$ cat src/i2c_hs_pkg.sv
//
// Behaviour
// - arbitration lost while receiving raises master flag, never slave flag
// - smart mode: slave flag only after byte received and ack sent
// - high-speed entry sends 00001nnn master code at full speed, NACKed
// - arbitration checked only before high speed is entered
// - master flag raised after master code and its NACK
// - address with high-speed select, bus_speed high and clock_stretch_mode set gives repeated start at high speed
// - high speed stays until a stop is generated
// - ten-bit write address sends two bytes, a read only the first, then the transaction continues
// - NACK on first ten-bit byte raises master flag and nack status
// - ACK on first ten-bit byte of a write sends second byte without flag
package i2c_hs_pkg;
    localparam int CLK_NS = 25;
    localparam int TQ_FS_NS = 625;  // quarter bit at full speed
    localparam int TQ_HS_NS = 74;   // quarter bit at high speed
    // least times, rounded up to whole cycles
    localparam int TQ_FS_CYC = (TQ_FS_NS + CLK_NS - 1) / CLK_NS;
    localparam int TQ_HS_CYC = (TQ_HS_NS + CLK_NS - 1) / CLK_NS;
    localparam int CW = 8;
    localparam logic [CW-1:0] HALF_FS = CW'(2 * TQ_FS_CYC);
    localparam logic [CW-1:0] HALF_HS = CW'(2 * TQ_HS_CYC);
    localparam logic [CW-1:0] ONE_CNT = 8'h01;
    localparam int ADDR_W = 11;     // [10:1] address, [0] direction
    localparam int A_HI = ADDR_W - 1;
    localparam logic [1:0] SPEED_HS = 2'h2;
    localparam logic [4:0] TEN_PREFIX = 5'h1E;
    localparam logic [4:0] MCODE_PREFIX = 5'h01;
    localparam logic [8:0] OWN_BYTE = 9'h1FE;
    localparam logic [8:0] OWN_ACK = 9'h001;
    localparam logic [8:0] OWN_TOP = 9'h100;
    localparam logic [8:0] OWN_NONE = 9'h000;
    localparam logic [8:0] SH_REL = 9'h1FF;
    localparam logic [3:0] NB_FULL = 4'h9;
    localparam logic [3:0] NB_DATA = 4'h8;
    localparam logic [3:0] NB_ONE = 4'h1;
    localparam int FR_W = 22;
    typedef enum logic [2:0] {
        ST_IDLE, ST_START, ST_BIT, ST_HOLD, ST_STOP
    } state_type;
    typedef enum logic [1:0] {PH_A, PH_B, PH_C} ph_type;
    typedef enum logic [2:0] {
        K_MCODE, K_ADDR1, K_ADDR2, K_ADDR, K_RXB, K_ACK, K_RXS
    } kind_type;
endpackage

$ cat src/pin_sync.sv
`timescale 1ns/10ps

module pin_sync #(
    parameter int W = 2
) (
    input wire logic clk,
    input wire logic rst_n,
    input wire logic [W-1:0] din,
    output logic [W-1:0] dout
);
    logic [W-1:0] s1_r, s2_r, s3_r, out_r;

    // idle bus lines are high, so everything resets to one
    always_ff @(posedge clk or negedge rst_n) begin
        if (!rst_n) begin
            s1_r <= '1;
            s2_r <= '1;
            s3_r <= '1;
            out_r <= '1;
        end else begin
            s1_r <= din;
            s2_r <= s1_r;
            s3_r <= s2_r;
            // change only once stages two and three agree
            out_r <= (s2_r & s3_r) | (out_r & (s2_r | s3_r));
        end
    end

    assign dout = out_r;
endmodule

$ cat src/byte_fifo.sv
`timescale 1ns/10ps

module byte_fifo #(
    parameter int W = 8,
    parameter int DEPTH = 8
) (
    input wire logic clk,
    input wire logic rst_n,
    input wire logic [W-1:0] in_data,
    input wire logic in_valid,
    output logic in_ready,
    output logic [W-1:0] out_data,
    output logic out_valid,
    input wire logic out_ready
);
    localparam int AW = $clog2(DEPTH);

    // pointer wrap trick needs a power of two
    if (DEPTH < 2 || (DEPTH & (DEPTH - 1)) != 0) begin : g_bad_depth
        $error("byte_fifo depth must be a power of two");
    end

    logic [W-1:0] mem_r [DEPTH];
    logic [AW:0] wp_r, rp_r;
    wire wr = in_valid && in_ready;
    wire rd = out_valid && out_ready;

    // extra pointer bit tells full from empty
    assign in_ready = !(wp_r[AW] != rp_r[AW] &&
                        wp_r[AW-1:0] == rp_r[AW-1:0]);
    assign out_valid = wp_r != rp_r;
    assign out_data = mem_r[rp_r[AW-1:0]];

    always_ff @(posedge clk or negedge rst_n) begin
        if (!rst_n) begin
            wp_r <= '0;
            rp_r <= '0;
        end else begin
            wp_r <= wp_r + (AW+1)'(wr);
            rp_r <= rp_r + (AW+1)'(rd);
        end
    end

    // storage needs no reset, pointers guard it
    always_ff @(posedge clk) begin
        if (wr) begin
            mem_r[wp_r[AW-1:0]] <= in_data;
        end
    end
endmodule

$ cat src/i2c_addr_master.sv
`timescale 1ns/10ps

module i2c_addr_master
    import i2c_hs_pkg::*;
#(
    parameter int FIFO_DEPTH = 8
) (
    input wire logic clk,
    input wire logic rst_n,
    input wire logic scl_in,
    output logic scl_out,
    output logic scl_oe,
    input wire logic sda_in,
    output logic sda_out,
    output logic sda_oe,
    input wire logic addr_wr,
    input wire logic [ADDR_W-1:0] addr_val,
    input wire logic high_speed_select,
    input wire logic ten_bit_addr_enable,
    input wire logic [1:0] bus_speed,
    input wire logic clock_stretch_mode,
    input wire logic ack_action,
    input wire logic cmd_continue,
    input wire logic cmd_stop,
    input wire logic mb_clr,
    input wire logic sb_clr,
    output logic [7:0] rx_data,
    output logic rx_valid,
    input wire logic rx_ready,
    output logic master_on_bus_flag,
    output logic slave_on_bus_flag,
    output logic received_nack,
    output logic arb_lost,
    output logic hs_active,
    output logic bus_busy
);
    if (FIFO_DEPTH < 2) begin : g_bad_fifo
        $error("receive fifo too shallow");
    end

    state_type st_r;
    ph_type ph_r;
    kind_type kind_r;
    logic [CW-1:0] cnt_r;
    logic [8:0] sh_r, own_r;
    logic [3:0] nb_r;
    logic [7:0] rx_sh_r;
    logic [ADDR_W-1:0] addr_r;
    logic scl_low_r, sda_low_r, last_in_r;
    logic mb_r, sb_r, nack_r, arb_r, hs_r;
    logic want_rx_r, pend_ack_r, stop_pend_r, smart_r, nack_sent_r;
    logic [1:0] pin_s;
    logic fifo_room;

    pin_sync #(.W(2)) u_sync (
        .clk(clk),
        .rst_n(rst_n),
        .din({scl_in, sda_in}),
        .dout(pin_s)
    );

    // timing: counts pause while a slave holds SCL low
    wire scl_hi = pin_s[1];
    wire sda_s = pin_s[0];
    wire [CW-1:0] half = hs_r ? HALF_HS : HALF_FS;
    wire [CW-1:0] qtr = half >> 1;
    wire timed = st_r == ST_START || st_r == ST_BIT || st_r == ST_STOP;
    wire stall = !scl_low_r && !scl_hi;
    wire step = timed && !stall && cnt_r == half - ONE_CNT;
    wire smp = st_r == ST_BIT && ph_r == PH_B && cnt_r == qtr && scl_hi;
    wire bit_low = own_r[8] && !sh_r[8];

    // frame outcome decoding
    wire addr_kind = kind_r == K_ADDR1 || kind_r == K_ADDR2 ||
                     kind_r == K_ADDR;
    wire fin = st_r == ST_BIT && ph_r == PH_B && step && nb_r == NB_ONE;
    wire dir_rd = addr_r[0];
    wire ten_next = kind_r == K_ADDR1 && !last_in_r && !dir_rd;
    wire rx_next = (addr_kind && !last_in_r && dir_rd) ||
                   (kind_r == K_ACK && !stop_pend_r);
    wire stop_next = kind_r == K_ACK && stop_pend_r;
    wire rx_byte = kind_r == K_RXB || kind_r == K_RXS;
    wire rx_shift = !(kind_r == K_RXS && nb_r == NB_ONE);
    wire push = fin && rx_byte;
    wire pop = rx_valid && rx_ready;

    // a released bit read back low means another master won
    wire arb_hit = smp && own_r[8] && sh_r[8] && !sda_s && !hs_r;

    // requests from software
    wire wr_ok = addr_wr && (st_r == ST_IDLE || st_r == ST_HOLD);
    wire hs_go = high_speed_select && bus_speed == SPEED_HS &&
                 clock_stretch_mode;
    wire mcode_pat = !hs_go && !hs_r && !ten_bit_addr_enable &&
                     addr_val[7:3] == MCODE_PREFIX;
    wire kind_type kind_wr = mcode_pat ? K_MCODE :
                        (ten_bit_addr_enable ? K_ADDR1 : K_ADDR);
    wire kind_type rx_kind = smart_r ? K_RXS : K_RXB;
    wire rx_go = want_rx_r && fifo_room;
    wire auto_go = smart_r && kind_r == K_RXS && !nack_sent_r && pop;

    // flag set terms
    wire mb_set = arb_hit || (fin && (kind_r == K_MCODE ||
                  (addr_kind && (last_in_r ||
                  (!dir_rd && kind_r != K_ADDR1)))));
    wire sb_set = fin && rx_byte;
    wire nack_set = fin && addr_kind && last_in_r;

    // byte, ownership mask and bit count for a frame
    function automatic logic [FR_W-1:0] frame_of(input kind_type k);
        logic [7:0] b;
        b = addr_r[7:0];
        if (k == K_ADDR1) begin
            b = {TEN_PREFIX, addr_r[A_HI:A_HI-1], addr_r[0]};
        end else if (k == K_ADDR2) begin
            b = addr_r[A_HI-2:1];
        end
        case (k)
            K_RXB: frame_of = {SH_REL, OWN_NONE, NB_DATA};
            K_RXS: frame_of = {8'hFF, ack_action, OWN_ACK, NB_FULL};
            K_ACK: frame_of = {ack_action, 8'hFF, OWN_TOP, NB_ONE};
            default: frame_of = {b, 1'b1, OWN_BYTE, NB_FULL};
        endcase
    endfunction

    // phase counter
    always_ff @(posedge clk or negedge rst_n) begin
        if (!rst_n) begin
            cnt_r <= '0;
        end else if (!timed || step) begin
            cnt_r <= '0;
        end else if (!stall) begin
            cnt_r <= cnt_r + ONE_CNT;
        end
    end

    // sequencer: start, frames, hold with clock stretched, stop
    always_ff @(posedge clk or negedge rst_n) begin
        if (!rst_n) begin
            st_r <= ST_IDLE;
            ph_r <= PH_A;
            kind_r <= K_ADDR;
            sh_r <= SH_REL;
            own_r <= OWN_NONE;
            nb_r <= NB_ONE;
            rx_sh_r <= '0;
            addr_r <= '0;
            scl_low_r <= 1'b0;
            sda_low_r <= 1'b0;
            last_in_r <= 1'b1;
            hs_r <= 1'b0;
            want_rx_r <= 1'b0;
            pend_ack_r <= 1'b0;
            stop_pend_r <= 1'b0;
            smart_r <= 1'b0;
            nack_sent_r <= 1'b0;
        end else if (arb_hit) begin
            st_r <= ST_IDLE;
            scl_low_r <= 1'b0;
            sda_low_r <= 1'b0;
            hs_r <= 1'b0;
            want_rx_r <= 1'b0;
            pend_ack_r <= 1'b0;
        end else if (wr_ok) begin
            addr_r <= addr_val;
            kind_r <= kind_wr;
            smart_r <= clock_stretch_mode;
            hs_r <= hs_r | hs_go;
            st_r <= ST_START;
            ph_r <= PH_A;
            sda_low_r <= 1'b0;
            want_rx_r <= 1'b0;
            pend_ack_r <= 1'b0;
        end else begin
            case (st_r)
                ST_START: begin
                    if (step && ph_r == PH_A) begin
                        scl_low_r <= 1'b0;
                        ph_r <= PH_B;
                    end else if (step && ph_r == PH_B) begin
                        sda_low_r <= 1'b1;
                        ph_r <= PH_C;
                    end else if (step) begin
                        scl_low_r <= 1'b1;
                        {sh_r, own_r, nb_r} <= frame_of(kind_r);
                        st_r <= ST_BIT;
                        ph_r <= PH_A;
                    end
                end
                ST_BIT: begin
                    if (ph_r == PH_A && cnt_r == qtr) begin
                        sda_low_r <= bit_low;
                    end
                    if (smp) begin
                        last_in_r <= sda_s;
                        if (rx_shift) begin
                            rx_sh_r <= {rx_sh_r[6:0], sda_s};
                        end
                    end
                    if (step && ph_r == PH_A) begin
                        scl_low_r <= 1'b0;
                        ph_r <= PH_B;
                    end else if (step) begin
                        scl_low_r <= 1'b1;
                        sh_r <= {sh_r[7:0], 1'b1};
                        own_r <= {own_r[7:0], 1'b0};
                        nb_r <= nb_r - NB_ONE;
                        ph_r <= PH_A;
                        if (nb_r == NB_ONE) begin
                            st_r <= ST_HOLD;
                            want_rx_r <= rx_next;
                            pend_ack_r <= kind_r == K_RXB;
                            if (ten_next) begin
                                st_r <= ST_BIT;
                                kind_r <= K_ADDR2;
                                {sh_r, own_r, nb_r} <= frame_of(K_ADDR2);
                            end else if (stop_next) begin
                                st_r <= ST_STOP;
                            end
                        end
                    end
                end
                ST_HOLD: begin
                    if (cmd_stop && pend_ack_r) begin
                        kind_r <= K_ACK;
                        {sh_r, own_r, nb_r} <= frame_of(K_ACK);
                        stop_pend_r <= 1'b1;
                        pend_ack_r <= 1'b0;
                        st_r <= ST_BIT;
                    end else if (cmd_stop) begin
                        want_rx_r <= 1'b0;
                        st_r <= ST_STOP;
                    end else if (cmd_continue && pend_ack_r) begin
                        kind_r <= K_ACK;
                        {sh_r, own_r, nb_r} <= frame_of(K_ACK);
                        stop_pend_r <= 1'b0;
                        pend_ack_r <= 1'b0;
                        st_r <= ST_BIT;
                    end else if (rx_go) begin
                        kind_r <= rx_kind;
                        {sh_r, own_r, nb_r} <= frame_of(rx_kind);
                        nack_sent_r <= ack_action;
                        want_rx_r <= 1'b0;
                        st_r <= ST_BIT;
                    end else if (auto_go) begin
                        want_rx_r <= 1'b1;
                    end
                end
                ST_STOP: begin
                    if (ph_r == PH_A && cnt_r == qtr) begin
                        sda_low_r <= 1'b1;
                    end
                    if (step && ph_r == PH_A) begin
                        scl_low_r <= 1'b0;
                        ph_r <= PH_B;
                    end else if (step && ph_r == PH_B) begin
                        sda_low_r <= 1'b0;
                        ph_r <= PH_C;
                    end else if (step) begin
                        st_r <= ST_IDLE;
                        ph_r <= PH_A;
                        hs_r <= 1'b0;
                    end
                end
                default: begin
                    st_r <= ST_IDLE;
                end
            endcase
        end
    end

    // sticky flags; a set in the clearing cycle wins
    always_ff @(posedge clk or negedge rst_n) begin
        if (!rst_n) begin
            mb_r <= 1'b0;
            sb_r <= 1'b0;
            nack_r <= 1'b0;
            arb_r <= 1'b0;
        end else begin
            mb_r <= mb_set | (mb_r & ~(mb_clr | wr_ok));
            sb_r <= sb_set | (sb_r & ~(sb_clr | pop | wr_ok));
            nack_r <= nack_set | (nack_r & ~wr_ok);
            arb_r <= arb_hit | (arb_r & ~wr_ok);
        end
    end

    byte_fifo #(.W(8), .DEPTH(FIFO_DEPTH)) u_fifo (
        .clk(clk),
        .rst_n(rst_n),
        .in_data(rx_sh_r),
        .in_valid(push),
        .in_ready(fifo_room),
        .out_data(rx_data),
        .out_valid(rx_valid),
        .out_ready(rx_ready)
    );

    // open-drain pins only ever pull low
    assign scl_out = 1'b0;
    assign sda_out = 1'b0;
    assign scl_oe = scl_low_r;
    assign sda_oe = sda_low_r;
    assign master_on_bus_flag = mb_r;
    assign slave_on_bus_flag = sb_r;
    assign received_nack = nack_r;
    assign arb_lost = arb_r;
    assign hs_active = hs_r;
    assign bus_busy = st_r != ST_IDLE;
endmodule

$ cat config.mk
export PLATFORM = sky130hd
export DESIGN_NAME = i2c_addr_master
export DESIGN_NICKNAME = d
export VERILOG_FILES = /design/src/i2c_hs_pkg.sv /design/src/pin_sync.sv /design/src/byte_fifo.sv /design/src/i2c_addr_master.sv
export SDC_FILE = /design/constraint.sdc
export NUM_CORES = 1
export LEC_CHECK = 0
export BUFFER_PORTS_ARGS = -buffer_cell sky130_fd_sc_hd__clkbuf_2
export CAP_MARGIN = 20
export CORE_ASPECT_RATIO = 0.8
export CORE_MARGIN = 2
export CORE_UTILIZATION = 35
export CTS_CLUSTER_SIZE = 24
export DETAILED_ROUTE_END_ITERATION = 7
export SETUP_SLACK_MARGIN = 0.02
export SKIP_CTS_REPAIR_TIMING = 1
export SYNTH_ARGS = -nofsm -noshare
export SYNTH_HDL_FRONTEND = slang
export SYNTH_HIERARCHICAL = 1
export SYNTH_SLANG_ARGS = --single-unit
$ cat constraint.sdc
create_clock -name clk -period 8.3 [get_ports clk]
set_clock_uncertainty 0.2 [all_clocks]
set_input_delay 0.83 -clock clk [delete_from_list [all_inputs] [get_ports clk]]
set_output_delay 0.83 -clock clk [all_outputs]
set_load 0.05 [all_outputs]
Word-level counts from Yosys, hierarchy flattened
Memories as Yosys holds them, arrays and structs flattened.
Cells that the tools add are included.
{"block": "totals", "ff_bits": 86, "out_inout_bits": 19, "mem_count": 1, "elab_cells": 345, "mem_bits_rw": 64, "inputBits": 27}
{"memory": "u_fifo.mem_r", "depth": 8, "word_bits": 8, "read_ports": 1, "rd_clocked_by_memory_dff": 0, "write_ports": 1, "line": "byte_fifo.sv:23", "rtl": "logic [W-1:0] mem_r [DEPTH];"}
{"block": "op_classes", "eq_ne": 62, "addsub": 5, "n_reduce_logical": 97, "mux": 128, "bitwise": 24}
{"op": "$mux 9", "count": 22}
{"op": "$pmux 22 s3", "count": 2}
{"op": "$mux 3", "count": 26}
{"op": "$pmux 9 s3", "count": 2}
{"op": "$mux 8", "count": 6}
{"op": "$logic_and 1x1->1", "count": 44}
{"op": "$mux 4", "count": 11}
{"op": "$mux 1", "count": 42}
{"op": "$ne 4x4->1 const B", "count": 10}
{"op": "$eq 3x3->1 const B", "count": 7}
{"op": "$reduce_and 10->1", "count": 2}
{"op": "$reduce_bool 3->1", "count": 6}
{"op": "$mux 2", "count": 8}
{"op": "$ne 4x3->1 const B", "count": 4}
{"op": "$reduce_and 4->1", "count": 4}
{"op": "$eq 3x2->1 const B", "count": 5}
{"op": "$ne 3x3->1 const B", "count": 5}
{"op": "$logic_not 1->1", "count": 14}
{"op": "$reduce_and 7->1", "count": 2}
{"op": "$ne 2x2->1 const B", "count": 6}
{"op": "$pmux 3 s4", "count": 1}
{"op": "$pmux 4 s3", "count": 1}
{"op": "$logic_or 1x1->1", "count": 11}
{"op": "$ne 5x3->1 const B", "count": 2}
{"op": "other kinds (42)", "count": 73}

Longest topological paths before layout
Gate-level depths: netlist of the first run.
{"block": "logic_depth", "depth_word": 12, "depth_mapped": 10, "mapped_depth_nobuf": 9}

Hierarchy
The synthesis of the first run kept the hierarchy.
{"module": "i2c_addr_master", "area_each_um2": 4311.6, "cells_per_inst": 461, "instances": 1, "seq_area_each_um2": 1767.9}
{"module": "byte_fifo", "area_each_um2": 2930.3, "cells_per_inst": 133, "instances": 1, "seq_area_each_um2": 2122.0}
{"module": "pin_sync", "area_each_um2": 232.7, "cells_per_inst": 10, "instances": 1, "seq_area_each_um2": 210.2}

Worst setup path before layout of the first run
Ideal clock, no wire load.
{"block": "synth_path", "path_kind": "register to register", "from": "register hs_r, in the netlist hs_active", "to": "memory u_fifo.mem_r[0][0], enable pin", "n_path_buf": 1, "required_ns": 7.768, "slack_ns": 5.376, "synth_period_minus_slack_ns": 2.924, "stages_incl_launch_ff": 7, "t_arrival_ns": 2.392, "setup_time_ns": 0.332, "path_cell_list": "dfrtp_1 > nor3b_1 > o2111ai_1 > clkbuf_1 > nor4_1 > nor3b_1 > and3b_1"}
{"block": "synth_via", "elab_chain_cells": 10}
{"element": "start, declared", "line": "i2c_addr_master.sv:50", "rtl": "logic mb_r, sb_r, nack_r, arb_r, hs_r;"}
{"element": "start signal, assigned", "line": "i2c_addr_master.sv:168", "rtl": "hs_r <= hs_r | hs_go;"}
{"element": "$mux 6", "line": "i2c_addr_master.sv:65", "rtl": "wire [CW-1:0] half = hs_r ? HALF_HS : HALF_FS;"}
{"element": "$sub 6x1->7", "line": "i2c_addr_master.sv:69", "rtl": "wire step = timed && !stall && cnt_r == half - ONE_CNT;"}
{"element": "$eq 8x8->1", "line": "i2c_addr_master.sv:69"}
{"element": "$logic_and 1x1->1", "line": "i2c_addr_master.sv:69"}
{"element": "$logic_and 1x1->1 (2 in series)", "line": "i2c_addr_master.sv:76", "rtl": "wire fin = st_r == ST_BIT && ph_r == PH_B && step && nb_r == NB_ONE;"}
{"element": "$logic_and 1x1->1", "line": "i2c_addr_master.sv:84", "rtl": "wire push = fin && rx_byte;"}
{"element": "net push", "line": "i2c_addr_master.sv:84"}
{"element": "$logic_and 1x1->1", "line": "byte_fifo.sv:25", "rtl": "wire wr = in_valid && in_ready;"}
{"element": "$mux 1", "line": "byte_fifo.sv:46", "rtl": "if (wr) begin"}
{"element": "$mux 1 (implied by the code)", "line": "byte_fifo.sv:47", "rtl": "mem_r[wp_r[AW-1:0]] <= in_data;"}
{"element": "end, declared", "line": "byte_fifo.sv:23"}
The timed path passes the listed nets, and every way through them passes these cells.

Final worst setup path of the first run
{"block": "layout_path", "from": "register u_fifo.rp_r[0]", "to": "output rx_data[5]"}
{"block": "layout_via", "elab_chain_cells": 1}
{"element": "start, declared", "line": "byte_fifo.sv:24", "rtl": "logic [AW:0] wp_r, rp_r;"}
{"element": "start signal, assigned", "line": "byte_fifo.sv:40", "rtl": "rp_r <= rp_r + (AW+1)'(rd);"}
{"element": "$mem_v2 8x8"}
{"element": "end, declared", "line": "i2c_addr_master.sv:27", "rtl": "output logic [7:0] rx_data,"}
No other way between the ends.

==> summary.txt, run 1 <==
Status: finished, violations left
Failing checks: design-rule violations
DRT antenna net count: 0
Setup tns final: 0 ns
DRT iter0 DRCs: 631
Predominant post-synthesis flop cell: dfrtp_1
Clock share of power: 43.3%
Core area: 0.0208 mm²
CTS tree: yes
Final Hold Viols: 0
Worst r2r path cells: 5
Crit. End Element: output pin
Pin count of the biggest net entering global routing: 87
CTS Buf Count: 17
All-Layer GR Usage: 15.7%
Syn Area/Cell: 12.4 µm²
Met3 WL: 1040 µm
VDD IR-drop max: 0.000127 V
Initial antenna violation count: 0
Leak pwr: 3.35 nW
Vias: 5062
Wire per inst: 18.5 µm
Routed wire length: 17000 µm
Combinational power share: 9.0%
Rel. slew slack: 34.7%
Yosys cell types: 77
Die W: 167 µm
DP HPWL: 11700 µm
Reg clk slew, reported paths: 0.06 ns
# diodes: 0
Seq pwr share: 47.7%
Measured slew at the worst slew-check pin: 0.970 ns
Site Rows: 47
Post-route clock period utilization: 43.5%
Crit path time final: 3.61 ns
Initial DRT Pass Iterations: 7
Critical Path AT: 2.58 ns
Die Y: 135 µm
Metal2 WL: 7380 µm
Max Root-Sink Buffers: 2
Crit path cell chain: mux4_1, mux2_2, clkbuf_2
Req. time, crit path: 7.27 ns
Worst Hold End: u_sync/s2_r[0]
Net Sw Power: 489 µW
Die area: 0.0225 mm²
Worst path max stage delay: 0.93 ns
Slowest CP cell: dfrtp_1
CP delay by family, top: multiplexers
Cell taking the most area after synthesis: edfxtp_1
Top cell type's share of synthesized area: 25.7%
GP Congestion: 0.913
Unrepaired setup endpoints after global routing: false
Setup crit start kind: register
Hold path cells: 0
Highest metal used: met4
Synth Register Bits: 150
Wire length on met1: 8400 µm
Int Power: 1.31 mW
Clock Latency Late Sink: 0.43 ns
Top cells by area, synth: edfxtp_1 26%, dfrtp_1 22%, dfstp_2 7.4%
Critical hold path startpoint: u_sync/s1_r[0]
P per Cell Area: 212 mW/mm²
Vias in the first global route: 4941
Post-route DRC: 4
Clock root cell: clkbuf_16
Origin of the critical flop-to-flop path: st_r[0]
Htree depth: 4
Global-route wire length before repair: 27600 µm
CP bufs+invs: 1
Maximum net fanout on the critical path: 18
Syn. warnings: 6
Max-cap violations: 0
Final setup vio count: 0
Mapped Area: 0.00747 mm²
Post-synthesis sequential area ratio: 54.9%
Port bufs: 43
R2r endpoint: u_fifo/mem_r[7][5]
Switching portion of total power: 27.2%
Ports: 46
Total chip power: 1.80 mW
GRT overflow: 0
Max Slew Vio Count: 0
Final #Nets: 672
Reg2reg setup slack: 4.79 ns
Async set-reset flop share out of synthesis: 57.3%
Vias per inst: 5.51
Starting Density: 35.9%
Max Fclk: 277 MHz
Post-synth EDFFs: 64
Hold Path Class: reg -> reg
Clock sink count: 150
Crit path kind: reg -> out
Area Growth Syn to Fin: 13.6%
Layout cells sized above 1: 24.5%
Cells after Synth: 604
-- metal layers --
metal | global-route usage, % | vias up
li1 | - | 2354
met1 | 23.3 | 2500
met2 | 22.7 | 190
met3 | 4.45 | 18
met4 | 4.15 | 0
met5 | 0 | -
-- how the worst max path moves through the flow --
stage                         end  depth (start not counted)            from  slack [ns]
3_5_place_dp   u_fifo/mem_r[0][3]                          5         st_r[0]        4.85
2_1_floorplan  u_fifo/mem_r[0][0]                          6       hs_active        5.38
5_1_grt        u_fifo/mem_r[1][1]                          5         st_r[0]        4.49
6_report               rx_data[5]                          3  u_fifo/rp_r[0]        4.69
3_3_place_gp   u_fifo/mem_r[4][0]                          6         st_r[0]        4.95
4_1_cts                rx_data[6]                          3  u_fifo/rp_r[0]        4.68
-- power groups by stage --
| stage | sequential (mW) | combinational, mW | clock [mW] |
|---|---|---|---|
| detailed placement | 0.872 | 0.160 | 0 |
| CTS | 0.858 | 0.162 | 0.795 |
| global route | 0.865 | 0.183 | 0.834 |
| finish | 0.859 | 0.162 | 0.780 |
| global placement | 0.869 | 0.160 | 0 |
| floorplan | 0.866 | 0.114 | 0 |
-- placed cells by master, fill, tap and decap left out, drive strengths merged, types with 5 or more instances in the layout --
master  instances
xnor2          10
buf             5
mux2i          14
nand2          65
or4             5
nand3b          5
and3            8
edfxtp         64
o211ai          6
clkinv          8
a22oi           5
a31oi           7
nor2           35
nor3            5
clkbuf         59
mux2           39
dfrtp          65
o22ai           7
nor4           10
ha              8
inv            19
a21oi          16
nor2b          11
and3b           5
nand3           9
nor3b           7
mux4           16
nand2b          7
xor2            6
o21ai          34
dfstp          21
-- synth_stat cells (13+ instances only) --
| cell type | instances |
|---|---|
| a21oi_1 | 16 |
| inv_1 | 13 |
| nand2_1 | 65 |
| dfrtp_1 | 65 |
| nor2_1 | 34 |
| clkbuf_1 | 16 |
| edfxtp_1 | 64 |
| o21ai_0 | 33 |
| mux2_2 | 39 |
| dfstp_2 | 21 |
| mux4_1 | 16 |
| mux2i_1 | 14 |
-- final cells by class --
type	instances	area [µm²]
multi-input cells	408	3130
flip-flops and latches	150	4100
inverters	13	48.8
fillers	1949	12300
clock buffers	17	425
clock inverters	15	186
well taps	269	337
repair buffers	47	268
-- logic make-up (layout without fill, tap and decap cells) --
group / after synthesis / count (layout) / share of synthesized area (%)
DFF: 150 / 150 / 54.9
AOI/OAI and AO/OA: 113 / 113 / 10.1
and+or+nand+nor: 198 / 198 / 14.7
other: 1 / 2 / 0.0502
xor gates and xnor gates: 16 / 16 / 1.87
muxes: 69 / 69 / 13.4
adders and majority gates: 10 / 10 / 1.64
buffers and inverters: 47 / 92 / 3.40
-- registers in the layout, indices dropped and copies added (netlist names), 2 cells and up --
name	count
u_fifo/rp_r	4
rx_sh_r	8
u_fifo/wp_r	4
addr_r	11
u_fifo/mem_r	64
sh_r	9
st_r	3
kind_r	3
u_sync/s2_r	2
u_sync/dout	2
cnt_r	8
ph_r	2
own_r	9
u_sync/s1_r	2
u_sync/s3_r	2
nb_r	4
-- stage by stage --
stage	utilization [%]	instance area, µm²	setup WS (ns)	cells	hold WS, ns
detailed placement	37.7	7860	4.85	886	0.148
floorplan	-	7480	5.38	605	0.145
global route	40.8	8490	4.49	919	0.160
CTS	40.7	8470	4.68	918	0.157
finish	40.8	8490	4.69	919	0.156
global placement	37.7	7860	4.95	886	0.149
Power figures use the tool's default switching activity.
==> inputs of run 2 (changes only) <==
==> constraint.sdc (replaced) <==
create_clock -name clk -period 3 [get_ports clk]
set_clock_uncertainty 0.2 [all_clocks]
set_input_delay 0.3 -clock clk [delete_from_list [all_inputs] [get_ports clk]]
set_output_delay 0.3 -clock clk [all_outputs]
set_load 0.05 [all_outputs]
==> summary.txt, run 2 (synthesis results as in run 1) <==
Unrepaired setup endpoints after global routing: false
Clock sink count: 150
Req. time, crit path: 2.88 ns
Die area: 0.0225 mm²
Vias per inst: 5.45
VDD IR-drop max: 0.000326 V
Layout cells sized above 1: 27.4%
Hold Path Class: in -> reg
Status: finished, violations left
Htree depth: 4
Crit. Startpoint: nb_r[0]
Slowest CP cell: dfstp_2
Port bufs: 43
Net Sw Power: 1.39 mW
Area Growth Syn to Fin: 18.2%
Crit path kind: reg -> reg
Rel. slew slack: 40.4%
Vias in the first global route: 5133
Clock share of power: 43.1%
Final non-filler cell total: 959
Max Slew Vio Count: 0
Most numerous cell on the critical path: buf_4
Switching portion of total power: 27.5%
Crit path cell chain: ha_1, nor3b_1, buf_4, nand3_1, nor4_1, buf_4, nand2_1, nor2_1, and3_1
Met1 usage: 24.3%
Max-cap violations: 0
Critical hold path startpoint: mb_clr
Reg clk slew, reported paths: 0.07 ns
Crit path time final: 2.79 ns
Most frequent cells in the layout: 65 x nand2_1, 65 x dfrtp_1, 64 x edfxtp_1
DP HPWL: 12000 µm
DRT antenna net count: 0
CP bufs+invs: 2
M3 GR Usage: 2.55%
Placed cell count: 912
Post-route DRC: 4
CTS Buf Count: 17
Final #Nets: 712
Routed wire length: 17700 µm
Final std cell area, no fill: 0.00883 mm²
Measured slew at the worst slew-check pin: 0.884 ns
Seq pwr share: 46.7%
Maximum net fanout on the critical path: 8
Site Rows: 47
Die Y: 135 µm
Final setup vio count: 0
Crit. End Element: register
Starting Density: 35.9%
Wire per inst: 18.4 µm
Combinational power share: 10.2%
Max Root-Sink Buffers: 2
All-Layer GR Usage: 16.2%
Initial DRT Pass Iterations: 7
CTS tree: yes
Clock Latency Late Sink: 0.43 ns
Setup tns final: 0 ns
Clock root cell: clkbuf_16
Final Hold Viols: 1
DRT iter0 DRCs: 378
GP Congestion: 0.900
GRT overflow: 0
Placed Area: 0.00808 mm²
Worst path max stage delay: 0.54 ns
Int Power: 3.67 mW
P per Cell Area: 572 mW/mm²
Post-route clock period utilization: 93.2%
Origin of the critical flop-to-flop path: nb_r[0]
# diodes: 0
Max Fclk: 358 MHz
Global-route wire length before repair: 28300 µm
Pin count of the biggest net entering global routing: 87
Min Hold Slack: -0.0357 ns
Met2 usage: 23.8%
Core area: 0.0208 mm²
Ports: 46
Gr busiest metal: met1
Setup crit start kind: register
CP delay by family, top: simple AND/OR/NAND/NOR gates
Vias: 5228
Number of flip-flops under the largest register name: 64
Leak pwr: 3.53 nW
Die W: 167 µm
Failing checks: design-rule violations, negative hold slack
Initial antenna violation count: 0
Critical Path AT: 2.68 ns
## run 2: changes by cell type in the layout (fill, tap and decap cells not counted), sizes merged
cell / previous run / this run
inv: 19 / 23
clkinv: 8 / 3
clkinvlp: 0 / 1
buf: 5 / 30
dlygate4sd3: 0 / 15
## run 2: per-stage QoR
step / utilization [%] / setup slack (ns) / power, mW / hold WS (ns)
finish: 42.4 / 0.205 / 5.05 / -0.0357
global route: 42.4 / 0.0264 / 5.27 / 0.0133
CTS: 41.7 / 0.131 / 5.08 / -0.284
global placement: 38.8 / 0.240 / 2.88 / 0.147
detailed placement: 38.8 / 0.153 / 2.90 / 0.149
floorplan: - / 0.0762 / 2.71 / -0.196
## run 2: final timing paths
check / slack (ns) / to / cells after the start
min: -0.04 / master_on_bus_flag / 4
min reg2reg: 0.16 / u_sync/s2_r[0] / 0
max in group asynchronous: 1.96 / u_sync/s1_r[0] / 3
max reg2reg: 0.21 / u_fifo/mem_r[5][2] / 9
min in group asynchronous: 0.24 / addr_r[5] / 3
max: 0.21 / u_fifo/mem_r[5][2] / 9
## run 2: layout make-up
class	instances	area, µm²
fill	1945	12000
clock inverter	15	175
multi-input combinational	408	3140
clock buffer	17	425
tap	269	337
timing repair buffer	87	611
sequential	150	4100
inverter	13	48.8
## run 2: tightest hold or removal path, cell delays in order
cell	delay, ns
clkbuf_2	0.08
inv_1	0.04
a31oi_1	0.06
o21ai_0	0.07
## run 2: per-layer routing
metal,part of all wire [%],vias up
met3,4.6,20
li1,-,2431
met5,0,-
met1,50,2618
met4,1.4,0
met2,44,159
## run 2: power groups by stage
stage | combinational [mW] | sequential, mW | clock [mW]
global route | 0.582 | 2.38 | 2.31
finish | 0.516 | 2.36 | 2.18
detailed placement | 0.500 | 2.40 | 0
CTS | 0.503 | 2.36 | 2.22
global placement | 0.490 | 2.39 | 0
floorplan | 0.314 | 2.40 | 0
